<file path="config.mk">
export PLATFORM = sky130hd
export DESIGN_NAME = reader_timer_unit
export DESIGN_NICKNAME = d
export VERILOG_FILES = /design/src/rtu_pkg.sv /design/src/pin_sync.sv /design/src/prescale_divider.sv /design/src/reader_timer_unit.sv
export VERILOG_INCLUDE_DIRS = /design/src
export SDC_FILE = /design/constraint.sdc
export NUM_CORES = 1
export LEC_CHECK = 0
export CORE_UTILIZATION = 25
export CTS_CLUSTER_SIZE = 30
export DETAILED_ROUTE_END_ITERATION = 16
export DONT_BUFFER_PORTS = 1
export HOLD_SLACK_MARGIN = 0.1
export PLACE_DENSITY = 0.42
export REMOVE_ABC_BUFFERS = 1
export SYNTH_ARGS = -nofsm -noshare
export SYNTH_HDL_FRONTEND = slang
export SYNTH_SLANG_ARGS = --single-unit
</file>
<file path="constraint.sdc">
create_clock -name clk_i -period 7.11 [get_ports clk_i]
set_input_delay 0 -clock clk_i [delete_from_list [all_inputs] [get_ports clk_i]]
set_output_delay 0 -clock clk_i [all_outputs]
set_load 0.01 [all_outputs]
</file>
<file path="src/rtu_consts.svh">
// register map, field positions, reset values and timing of the timer unit
`ifndef RTU_CONSTS_SVH
`define RTU_CONSTS_SVH

// ------------------------------------------------------------
// register indices; the byte address is four times the index
// ------------------------------------------------------------
`define IDX_MODE 6'h2A
`define IDX_PRESCALE 6'h2B
`define IDX_RELOAD_HI 6'h2C
`define IDX_RELOAD_LO 6'h2D
`define IDX_COUNT_HI 6'h2E
`define IDX_COUNT_LO 6'h2F
`define IDX_CTRL 6'h38
`define IDX_STATUS 6'h39
`define IDX_IRQ_STAT 6'h3A
`define IDX_IRQ_MASK 6'h3B

// ------------------------------------------------------------
// reset values and field positions
// ------------------------------------------------------------
`define MODE_RST 8'h00
`define PRESCALE_RST 8'h00
`define RELOAD_RST 16'h0000
`define IRQ_MASK_RST 2'h0
`define CTRL_EVEN_BIT 0
`define CTRL_MULTI_BIT 1
`define CTRL_START_BIT 2
`define CTRL_STOP_BIT 3
`define IRQ_EXPIRY_BIT 0
`define IRQ_WRAP_BIT 1
`define FIFTH_RX_BIT 3'h4

// ------------------------------------------------------------
// timing: reference and system clock in kHz
// ------------------------------------------------------------
`define REF_FREQ_KHZ 18'h034F8
`define CLK_FREQ_KHZ 18'h186A0

`endif

</file>
<file path="src/rtu_pkg.sv">
// types shared by the timer unit modules
package rtu_pkg;

	typedef enum logic [1:0] {
		GATE_FREE = 2'b00,
		GATE_SECURE = 2'b01,
		GATE_AUX = 2'b10,
		GATE_UNDEF = 2'b11
	} gate_type;

	typedef enum logic [1:0] {
		ST_IDLE = 2'b01,
		ST_RUN = 2'b10
	} tstate_type;

	typedef struct packed {
		logic auto_start_on_tx;
		gate_type gate_select;
		logic auto_reload_enable;
		logic [3:0] prescale_upper;
	} mode_type;

	typedef struct packed {
		logic psel;
		logic penable;
		logic pwrite;
		logic [7:0] paddr;
		logic [31:0] pwdata;
	} apb_req_type;

	typedef struct packed {
		mode_type mode;
		logic [7:0] prescale_lower;
		logic [15:0] reload;
		logic [15:0] count;
		logic even_divide_select;
		logic multi_frame_receive;
		tstate_type st;
		logic [2:0] rx_cnt;
		logic [1:0] irq_stat;
		logic [1:0] irq_mask;
		logic counting;
		logic [7:0] rdata;
		logic pready;
		logic pslverr;
		logic irq;
	} unit_state_type;

	typedef struct packed {
		logic [16:0] acc;
		logic [13:0] pcnt;
		logic tick;
	} div_state_type;

endpackage : rtu_pkg

</file>
<file path="src/pin_sync.sv">
// two-flop synchroniser for the gate pins
`timescale 1ns/1ps
`default_nettype none

module pin_sync #(
	parameter int WIDTH = 2
) (
	input wire logic clk_i,
	input wire logic reset_n_i,
	input wire logic [WIDTH-1:0] async_i,
	output logic [WIDTH-1:0] sync_o
);
	typedef struct packed {
		logic [WIDTH-1:0] meta;
		logic [WIDTH-1:0] stable;
	} sync_state_type;

	sync_state_type state_r;
	sync_state_type state_nxt;

	always_comb begin
		state_nxt.meta = async_i;
		state_nxt.stable = state_r.meta;
	end

	always_ff @(posedge clk_i or negedge reset_n_i) begin
		if (!reset_n_i) begin
			state_r <= '0;
		end else begin
			state_r <= state_nxt;
		end
	end

	assign sync_o = state_r.stable;
endmodule : pin_sync

`default_nettype wire

</file>
<file path="src/prescale_divider.sv">
// fractional reference generator and timer prescaler
`timescale 1ns/1ps
`default_nettype none
`include "rtu_consts.svh"

module prescale_divider (
	input wire logic clk_i,
	input wire logic reset_n_i,
	input wire logic restart_i,
	input wire logic [11:0] prescale_i,
	input wire logic even_divide_i,
	output logic tick_o
);
	rtu_pkg::div_state_type state_r;
	rtu_pkg::div_state_type state_nxt;
	logic [17:0] acc_sum;
	logic ref_hit;
	logic [13:0] div_last;
	logic tick_cause;

	// reference edges jitter by one system cycle; the mean rate is exact
	assign acc_sum = {1'b0, state_r.acc} + `REF_FREQ_KHZ;
	assign ref_hit = acc_sum >= `CLK_FREQ_KHZ;
	// divisor is 2p+1, or 2p+2 with even rule; this is divisor minus one
	assign div_last = {1'b0, prescale_i, even_divide_i};
	// at or past the end, so a prescaler lowered mid-period cannot overrun
	assign tick_cause = ref_hit && !restart_i && state_r.pcnt >= div_last;

	always_comb begin
		state_nxt = state_r;
		state_nxt.tick = 1'b0;
		if (ref_hit) begin
			state_nxt.acc = 17'(acc_sum - `CLK_FREQ_KHZ);
		end else begin
			state_nxt.acc = acc_sum[16:0];
		end
		if (restart_i) begin
			state_nxt.pcnt = 14'h0000;
		end else if (tick_cause) begin
			state_nxt.pcnt = 14'h0000;
			state_nxt.tick = 1'b1;
		end else if (ref_hit) begin
			state_nxt.pcnt = state_r.pcnt + 14'h0001;
		end
	end

	always_ff @(posedge clk_i or negedge reset_n_i) begin
		if (!reset_n_i) begin
			state_r <= '0;
		end else begin
			state_r <= state_nxt;
		end
	end

	assign tick_o = state_r.tick;
endmodule : prescale_divider

`default_nettype wire

</file>
<file path="src/reader_timer_unit.sv">
// timer unit top: apb registers, start and stop control, countdown
//
// Local design decision: the APB interface to the registers.
`timescale 1ns/1ps
`default_nettype none
`include "rtu_consts.svh"

// Behaviour
// - with auto start set, every transmission end starts the timer unless stop-immediately is written in the same cycle
// - auto start, no multi-frame: stop on the fifth received bit
// - auto start with multi-frame: only stop-immediately or expiry stops the timer
// - auto start clear: transmit and receive events are ignored
// - gate select: 00 free, 01 secure-link pin, 10 auxiliary pin one
// - counting flag is one while the gate lets the timer count
// - auto reload restarts the countdown from the reload value
// - without auto reload, count to zero and set the expiry flag
// - prescaler is 12 bits, upper four from mode register bits 3..0
// - even rule clear: tick is reference over 2p+1
// - even rule set: tick is reference over 2p+2
// - reload value is two writable bytes, high then low address
// - counter copies reload only on start and on an auto reload wrap; reload writes wait
// - upper counter byte readable, read only
// - lower counter byte readable at the following address
module reader_timer_unit (
	input wire logic clk_i,
	input wire logic reset_n_i,
	input wire logic psel_i,
	input wire logic penable_i,
	input wire logic pwrite_i,
	input wire logic [7:0] paddr_i,
	input wire logic [31:0] pwdata_i,
	output logic [31:0] prdata_o,
	output logic pready_o,
	output logic pslverr_o,
	input wire logic tx_end_i,
	input wire logic rx_bit_i,
	input wire logic secure_link_input_pin_i,
	input wire logic auxiliary_pin_one_i,
	output logic counting_flag_o,
	output logic running_o,
	output logic irq_o
);

	// ------------------------------------------------------------
	// state and local signals
	// ------------------------------------------------------------
	localparam rtu_pkg::unit_state_type RST_STATE = '{
		mode: `MODE_RST,
		prescale_lower: `PRESCALE_RST,
		reload: `RELOAD_RST,
		st: rtu_pkg::ST_IDLE,
		irq_mask: `IRQ_MASK_RST,
		default: '0
	};

	rtu_pkg::unit_state_type state_r;
	rtu_pkg::unit_state_type state_nxt;
	rtu_pkg::apb_req_type req;
	logic [1:0] pins_sync;
	logic timer_tick;
	logic [5:0] idx;
	logic aligned;
	logic setup;
	logic access;
	logic wr_ok;
	logic rd_ok;
	logic [7:0] rd_byte;
	logic rd_err;
	logic running;
	logic gate_ok;
	logic start_wr;
	logic stop_wr;
	logic start_evt;
	logic stop_rx;
	logic tick_run;
	logic at_end;
	logic expire_evt;
	logic wrap_evt;
	logic [1:0] irq_set;
	logic [1:0] irq_clr;

	// ------------------------------------------------------------
	// bus request decode
	// ------------------------------------------------------------
	assign req = '{
		psel: psel_i,
		penable: penable_i,
		pwrite: pwrite_i,
		paddr: paddr_i,
		pwdata: pwdata_i
	};
	assign idx = req.paddr[7:2];
	assign aligned = req.paddr[1:0] == 2'h0;
	assign setup = req.psel && !req.penable;
	// answer is prepared in setup, so every access ends in its first cycle
	assign access = req.psel && req.penable && state_r.pready;
	assign wr_ok = access && req.pwrite && !state_r.pslverr;
	assign rd_ok = access && !req.pwrite && !state_r.pslverr;

	// ------------------------------------------------------------
	// submodules
	// ------------------------------------------------------------
	pin_sync #(
		.WIDTH(2)
	) u_pin_sync (
		.clk_i(clk_i),
		.reset_n_i(reset_n_i),
		.async_i({auxiliary_pin_one_i, secure_link_input_pin_i}),
		.sync_o(pins_sync)
	);

	prescale_divider u_prescale_divider (
		.clk_i(clk_i),
		.reset_n_i(reset_n_i),
		.restart_i(start_evt),
		.prescale_i({state_r.mode.prescale_upper, state_r.prescale_lower}),
		.even_divide_i(state_r.even_divide_select),
		.tick_o(timer_tick)
	);

	// ------------------------------------------------------------
	// gating and timer events
	// ------------------------------------------------------------
	always_comb begin
		case (state_r.mode.gate_select)
			rtu_pkg::GATE_SECURE: begin
				gate_ok = pins_sync[0];
			end
			rtu_pkg::GATE_AUX: begin
				gate_ok = pins_sync[1];
			end
			default: begin
				gate_ok = 1'b1;
			end
		endcase
	end

	assign running = state_r.st == rtu_pkg::ST_RUN;
	assign start_wr = wr_ok && idx == `IDX_CTRL &&
		req.pwdata[`CTRL_START_BIT];
	assign stop_wr = wr_ok && idx == `IDX_CTRL &&
		req.pwdata[`CTRL_STOP_BIT];
	// protocol events act only with auto start set
	assign start_evt = start_wr ||
		(state_r.mode.auto_start_on_tx && tx_end_i);
	assign stop_rx = state_r.mode.auto_start_on_tx &&
		!state_r.multi_frame_receive && running && rx_bit_i &&
		state_r.rx_cnt == `FIFTH_RX_BIT;
	assign tick_run = running && gate_ok && timer_tick;
	assign at_end = state_r.count <= 16'h0001;
	assign expire_evt = tick_run && at_end &&
		!state_r.mode.auto_reload_enable;
	assign wrap_evt = tick_run && at_end &&
		state_r.mode.auto_reload_enable;

	assign irq_set = {wrap_evt, expire_evt};
	// only bits that the read returned are cleared; later sets survive
	assign irq_clr = (rd_ok && idx == `IDX_IRQ_STAT) ?
		state_r.rdata[1:0] : 2'h0;

	// ------------------------------------------------------------
	// read data mux
	// ------------------------------------------------------------
	always_comb begin
		rd_byte = 8'h00;
		rd_err = 1'b0;
		if (!aligned) begin
			rd_err = 1'b1;
		end else if (idx == `IDX_MODE) begin
			rd_byte = state_r.mode;
		end else if (idx == `IDX_PRESCALE) begin
			rd_byte = state_r.prescale_lower;
		end else if (idx == `IDX_RELOAD_HI) begin
			rd_byte = state_r.reload[15:8];
		end else if (idx == `IDX_RELOAD_LO) begin
			rd_byte = state_r.reload[7:0];
		end else if (idx == `IDX_COUNT_HI) begin
			rd_byte = state_r.count[15:8];
		end else if (idx == `IDX_COUNT_LO) begin
			rd_byte = state_r.count[7:0];
		end else if (idx == `IDX_CTRL) begin
			rd_byte = {6'h00, state_r.multi_frame_receive,
				state_r.even_divide_select};
		end else if (idx == `IDX_STATUS) begin
			rd_byte = {6'h00, state_r.counting, running};
		end else if (idx == `IDX_IRQ_STAT) begin
			rd_byte = {6'h00, state_r.irq_stat};
		end else if (idx == `IDX_IRQ_MASK) begin
			rd_byte = {6'h00, state_r.irq_mask};
		end else begin
			rd_err = 1'b1;
		end
	end

	// ------------------------------------------------------------
	// next state
	// ------------------------------------------------------------
	always_comb begin
		state_nxt = state_r;
		state_nxt.pready = setup;
		state_nxt.pslverr = setup && rd_err;
		if (setup) begin
			state_nxt.rdata = rd_byte;
		end

		// count registers are read only; writes to them are dropped
		if (wr_ok) begin
			if (idx == `IDX_MODE) begin
				state_nxt.mode = req.pwdata[7:0];
			end else if (idx == `IDX_PRESCALE) begin
				state_nxt.prescale_lower = req.pwdata[7:0];
			end else if (idx == `IDX_RELOAD_HI) begin
				state_nxt.reload[15:8] = req.pwdata[7:0];
			end else if (idx == `IDX_RELOAD_LO) begin
				state_nxt.reload[7:0] = req.pwdata[7:0];
			end else if (idx == `IDX_CTRL) begin
				state_nxt.even_divide_select =
					req.pwdata[`CTRL_EVEN_BIT];
				state_nxt.multi_frame_receive =
					req.pwdata[`CTRL_MULTI_BIT];
			end else if (idx == `IDX_IRQ_MASK) begin
				state_nxt.irq_mask = req.pwdata[1:0];
			end
		end

		// received bits since the last start, held at four
		if (start_evt) begin
			state_nxt.rx_cnt = 3'h0;
		end else if (running && rx_bit_i &&
			state_r.rx_cnt < `FIFTH_RX_BIT) begin
			state_nxt.rx_cnt = state_r.rx_cnt + 3'h1;
		end

		case (state_r.st)
			rtu_pkg::ST_IDLE: begin
				if (start_evt && !stop_wr) begin
					state_nxt.st = rtu_pkg::ST_RUN;
					state_nxt.count = state_r.reload;
				end
			end
			rtu_pkg::ST_RUN: begin
				if (stop_wr) begin
					state_nxt.st = rtu_pkg::ST_IDLE;
				end else if (start_evt) begin
					state_nxt.count = state_r.reload;
				end else if (stop_rx) begin
					state_nxt.st = rtu_pkg::ST_IDLE;
				end else if (wrap_evt) begin
					state_nxt.count = state_r.reload;
				end else if (expire_evt) begin
					state_nxt.count = 16'h0000;
					state_nxt.st = rtu_pkg::ST_IDLE;
				end else if (tick_run) begin
					state_nxt.count = state_r.count - 16'h0001;
				end
			end
			default: begin
				state_nxt.st = rtu_pkg::ST_IDLE;
			end
		endcase

		// a set in the same cycle as a read clear is kept
		state_nxt.irq_stat = (state_r.irq_stat & ~irq_clr) | irq_set;
		state_nxt.irq = |(state_nxt.irq_stat & state_nxt.irq_mask);
		state_nxt.counting = running && gate_ok;
	end

	always_ff @(posedge clk_i or negedge reset_n_i) begin
		if (!reset_n_i) begin
			state_r <= RST_STATE;
		end else begin
			state_r <= state_nxt;
		end
	end

	// ------------------------------------------------------------
	// outputs
	// ------------------------------------------------------------
	assign prdata_o = {24'h000000, state_r.rdata};
	assign pready_o = state_r.pready;
	assign pslverr_o = state_r.pslverr;
	assign counting_flag_o = state_r.counting;
	assign running_o = running;
	assign irq_o = state_r.irq;
endmodule : reader_timer_unit

`default_nettype wire

</file>
==> Flow_metrics.wiki <==
{| class="wikitable"
! Metric !! Value
|-
| Peak per-stage delay on the critical path || 690 ps
|-
| Number of enable flip-flop cells after synthesis || 0
|-
| Htree depth || 3
|-
| Peak clock frequency supported by timing || 257 MHz
|-
| Number of synthesized register bits || 104
|-
| Setup Viol. Count Final || 0
|-
| Drt initial violations || 298
|-
| Area of combinational cells with multiple inputs || 0.00341 mm2
|-
| Element type at the critical path start || flip-flop
|-
| CP Buf/Inv Count || 1
|-
| Total via count after detailed routing || 4977
|-
| Status || complete, no violations
|-
| Required time of the worst setup path || 7360 ps
|-
| Row cnt || 58
|-
| Yosys warnings || 0
|-
| Peak VDD IR || 0.102 mV
|-
| Layout overhead on the synthesized area || 10.5%
|-
| Root buffer selected by CTS || sky130_fd_sc_hd__clkbuf_16
|-
| Relative max-transition margin || 34.9%
|-
| Bufs on Longest Clock Path || 2
|-
| Total congestion overflow after global routing || 0
|-
| Largest area contributor in the synthesized netlist || sky130_fd_sc_hd__dfrtp_1
|-
| Post-synthesis compound-gate area fraction || 18.6%
|-
| Number of distinct library cells after synthesis || 70
|-
| Cts-stage hold buffer count || 24
|-
| Max-cap violations || 0
|-
| Horiz. Die Dim || 163 um
|-
| Post-synthesis average cell area || 9.28 um2
|-
| Cell Area, Synth || 0.00645 mm2
|-
| Xor/xnor cell area share of the yosys netlist || 2.58%
|-
| TritonCTS sink count || 104
|-
| Total Die Area || 0.0264 mm2
|-
| Die span in y || 163 um
|-
| Cells after Synth || 695
|-
| Via count of the first global-routing pass || 4995
|-
| Dominant cell by count in the synthesized netlist || sky130_fd_sc_hd__dfrtp_1
|-
| Worst-path cell with the longest stage delay || sky130_fd_sc_hd__and2_1
|-
| Number of I/O pins || 86
|-
| Area share of the largest cell type after synthesis || 40.0%
|-
| Average wire per cell in the routed design || 16.9 um
|-
| Number of antenna violations at the first check in global routing || 0
|-
| Inserted Clock Buffers || 9
|-
| Type of the tightest min-delay check || primary input to flip-flop
|-
| Post-synth top cells || 103 x sky130_fd_sc_hd__dfrtp_1, 75 x sky130_fd_sc_hd__o21ai_0, 59 x sky130_fd_sc_hd__nand2_1, 47 x sky130_fd_sc_hd__nor2_1
|-
| Final clock skew || 13.4 ps
|-
| Dominant synthesized flop cell || sky130_fd_sc_hd__dfrtp_1
|-
| Detailed placer's ending HPWL || 11900 um
|-
| CTS tree || yes
|-
| Period minus WS final || 3890 ps
|-
| Number of setup buffers added after CTS || 0
|-
| Share of layout cells above drive strength 1 || 9.63%
|-
| N_diodes || 0
|-
| Pwr Density || 183 mW/mm2
|-
| Detailed-route DRC error count || 0
|-
| Effective utilization at floorplan || 25.5%
|-
| DR pass1 iterations || 4
|-
| Sequential cell area || 0.00260 mm2
|-
| Final max-slew violation count || 0
|-
| Tightest Pin Transition || 974 ps
|-
| Fin crit share || 54.8%
|-
| Final net count || 766
|-
| Number of gates resized after CTS || 0
|-
| Family with the most delay on the worst path || simple AND/OR/NAND/NOR gates
|-
| Fraction of synthesized area in multiplexers || 7.76%
|-
| All-Layer GR Usage || 13.6%
|-
| Leakage power || 3.12 nW
|-
| Cells taking the most area after synthesis || sky130_fd_sc_hd__dfrtp_1 40%, sky130_fd_sc_hd__o21ai_0 5.8%, sky130_fd_sc_hd__ha_1 5.0%
|-
| Wire length of the first global-routing pass || 28100 um
|-
| Setup repair after global routing missed its margin || false
|-
| Fill cells || 2719
|-
| Post-route insts no fill || 1026
|-
| Cells along the critical path || inv_1, ha_1, nor4b_2, nor3_1, a2111oi_2, o21ai_2, o311ai_1, and2_1, nor2_2, a32o_1
|-
| Post-placement cell count || 986
|-
| Standard cell core area || 0.0253 mm2
|-
| Simple-gate share of the synthesized area || 17.5%
|-
| Gp weighted congestion || 0.756
|-
| Critical Path AT || 4140 ps
|-
| CP Capture Type || flip-flop
|-
| Insertion delay to the later sink of the worst-skew pair || 370 ps
|-
| Maximum number of pins on one net before global-route repair || 105
|-
| Post-synthesis async set-or-reset flop share || 100%
|-
| Combinational family with the most area after synthesis || compound AO/OA/AOI/OAI gates
|-
| Fraction of the mapped netlist area in adder cells || 5.04%
|-
| Largest fanout on the critical path || 18
|-
| Share of the yosys chip area belonging to registers || 40.4%
|-
| Port Buf Inserts || 0
|-
| Count of final hold-check violations || 0
|-
| Routed wire length || 17300 um
|-
| Via/cell ratio || 4.85
|-
| Critical setup path kind || flip-flop to flip-flop
|-
| Clock transition at the register clock pins on the worst setup and hold paths after CTS || 80 ps
|-
| Count of antenna-violating nets left after detailed routing || 0
|-
| Sum of negative setup slack || 0 ps
|}
stage by stage:
step	power, mW	area (um2)	setup slack [ps]	utilization (%)	hold slack (ps)
floorplan	0.746	6140	4010	-	-296
global placement	0.792	6580	3160	26.1	-293
detailed placement	0.792	6580	3160	26.1	-293
CTS	1.33	7130	3130	28.2	100
global route	1.38	7130	2780	28.2	132
finish	1.31	7130	3220	28.2	105
path summary, 6_finish.rpt:
kind,start,end,slack [ps],cells past startpoint
min,paddr_i[2],prdata_o[7],110,4
max in group asynchronous,reset_n_i,u_prescale_divider.state_r[10],6410,2
min in group asynchronous,reset_n_i,pslverr_o,210,2
min reg2reg,u_pin_sync.state_nxt[1],u_pin_sync.sync_o[1],350,0
max reg2reg,u_prescale_divider.state_r[18],u_prescale_divider.state_r[6],3220,10
max,u_prescale_divider.state_r[18],u_prescale_divider.state_r[6],3220,10
registers in the layout, summed over array words and instances, names as in the netlist, 2 cells and up:
name and count:
state_r 59, prdata_o 8, u_pin_sync.state_nxt 2, u_prescale_divider.state_r 28, u_pin_sync.sync_o 2
final cells by class:
type                            instances  share of cell area, %
Multi-Input combinational cell        515                   47.8
Timing Repair Buffer                   28                   4.04
Sequential cell                       104                   36.5
Clock buffer                           10                   3.35
Tap cell                              330                   5.79
Inverter                               33                   1.74
Clock inverter                          6                  0.720
cell families (layout without fill, tap and decap cells):
family,after synthesis,in the layout
flip-flops,104,104
XOR/XNOR,19,19
AND/OR/NAND/NOR,218,218
other,1,24
adder cells (fa/ha/maj),26,26
AO/OA/AOI/OAI,186,186
multiplexers,42,42
buffers and inverters,99,77
layout by cell type (no fill, tap or decap), drive strengths merged, types with 6 or more instances in the layout:
cell,n
conb,24
nor4,7
o21ai,77
nand2b,8
nor2,48
and2,6
ha,26
o22ai,11
nand2,59
dlygate4sd3,23
xnor2,14
mux2,24
dfrtp,103
inv,35
a22oi,7
and3,16
mux2i,14
nor3b,14
nand3,11
a21oi,32
clkbuf,10
nor3,16
a32o,10
or2,8
a21o,8
layer usage:
metal / track usage, % / part of all wire [%] / up-vias
li1: - / - / 2439
met1: 18.8 / 50 / 2447
met2: 22.0 / 46 / 85
met3: 3.13 / 3.4 / 6
met4: 2.17 / 0.46 / 0
met5: 0 / 0 / -
where the power goes:
group          switching (mW)  internal (mW)  leakage [nW]
clock                   0.246          0.252         0.140
sequential             0.0211          0.612          1.29
combinational           0.112         0.0643          1.70
tightest hold or removal path: stages:
cell	delay (ps)
sky130_fd_sc_hd__mux2i_1	60
sky130_fd_sc_hd__o22ai_1	140
sky130_fd_sc_hd__nor2_1	80
sky130_fd_sc_hd__o21ai_0	150
(Power assumes the default switching activity.)
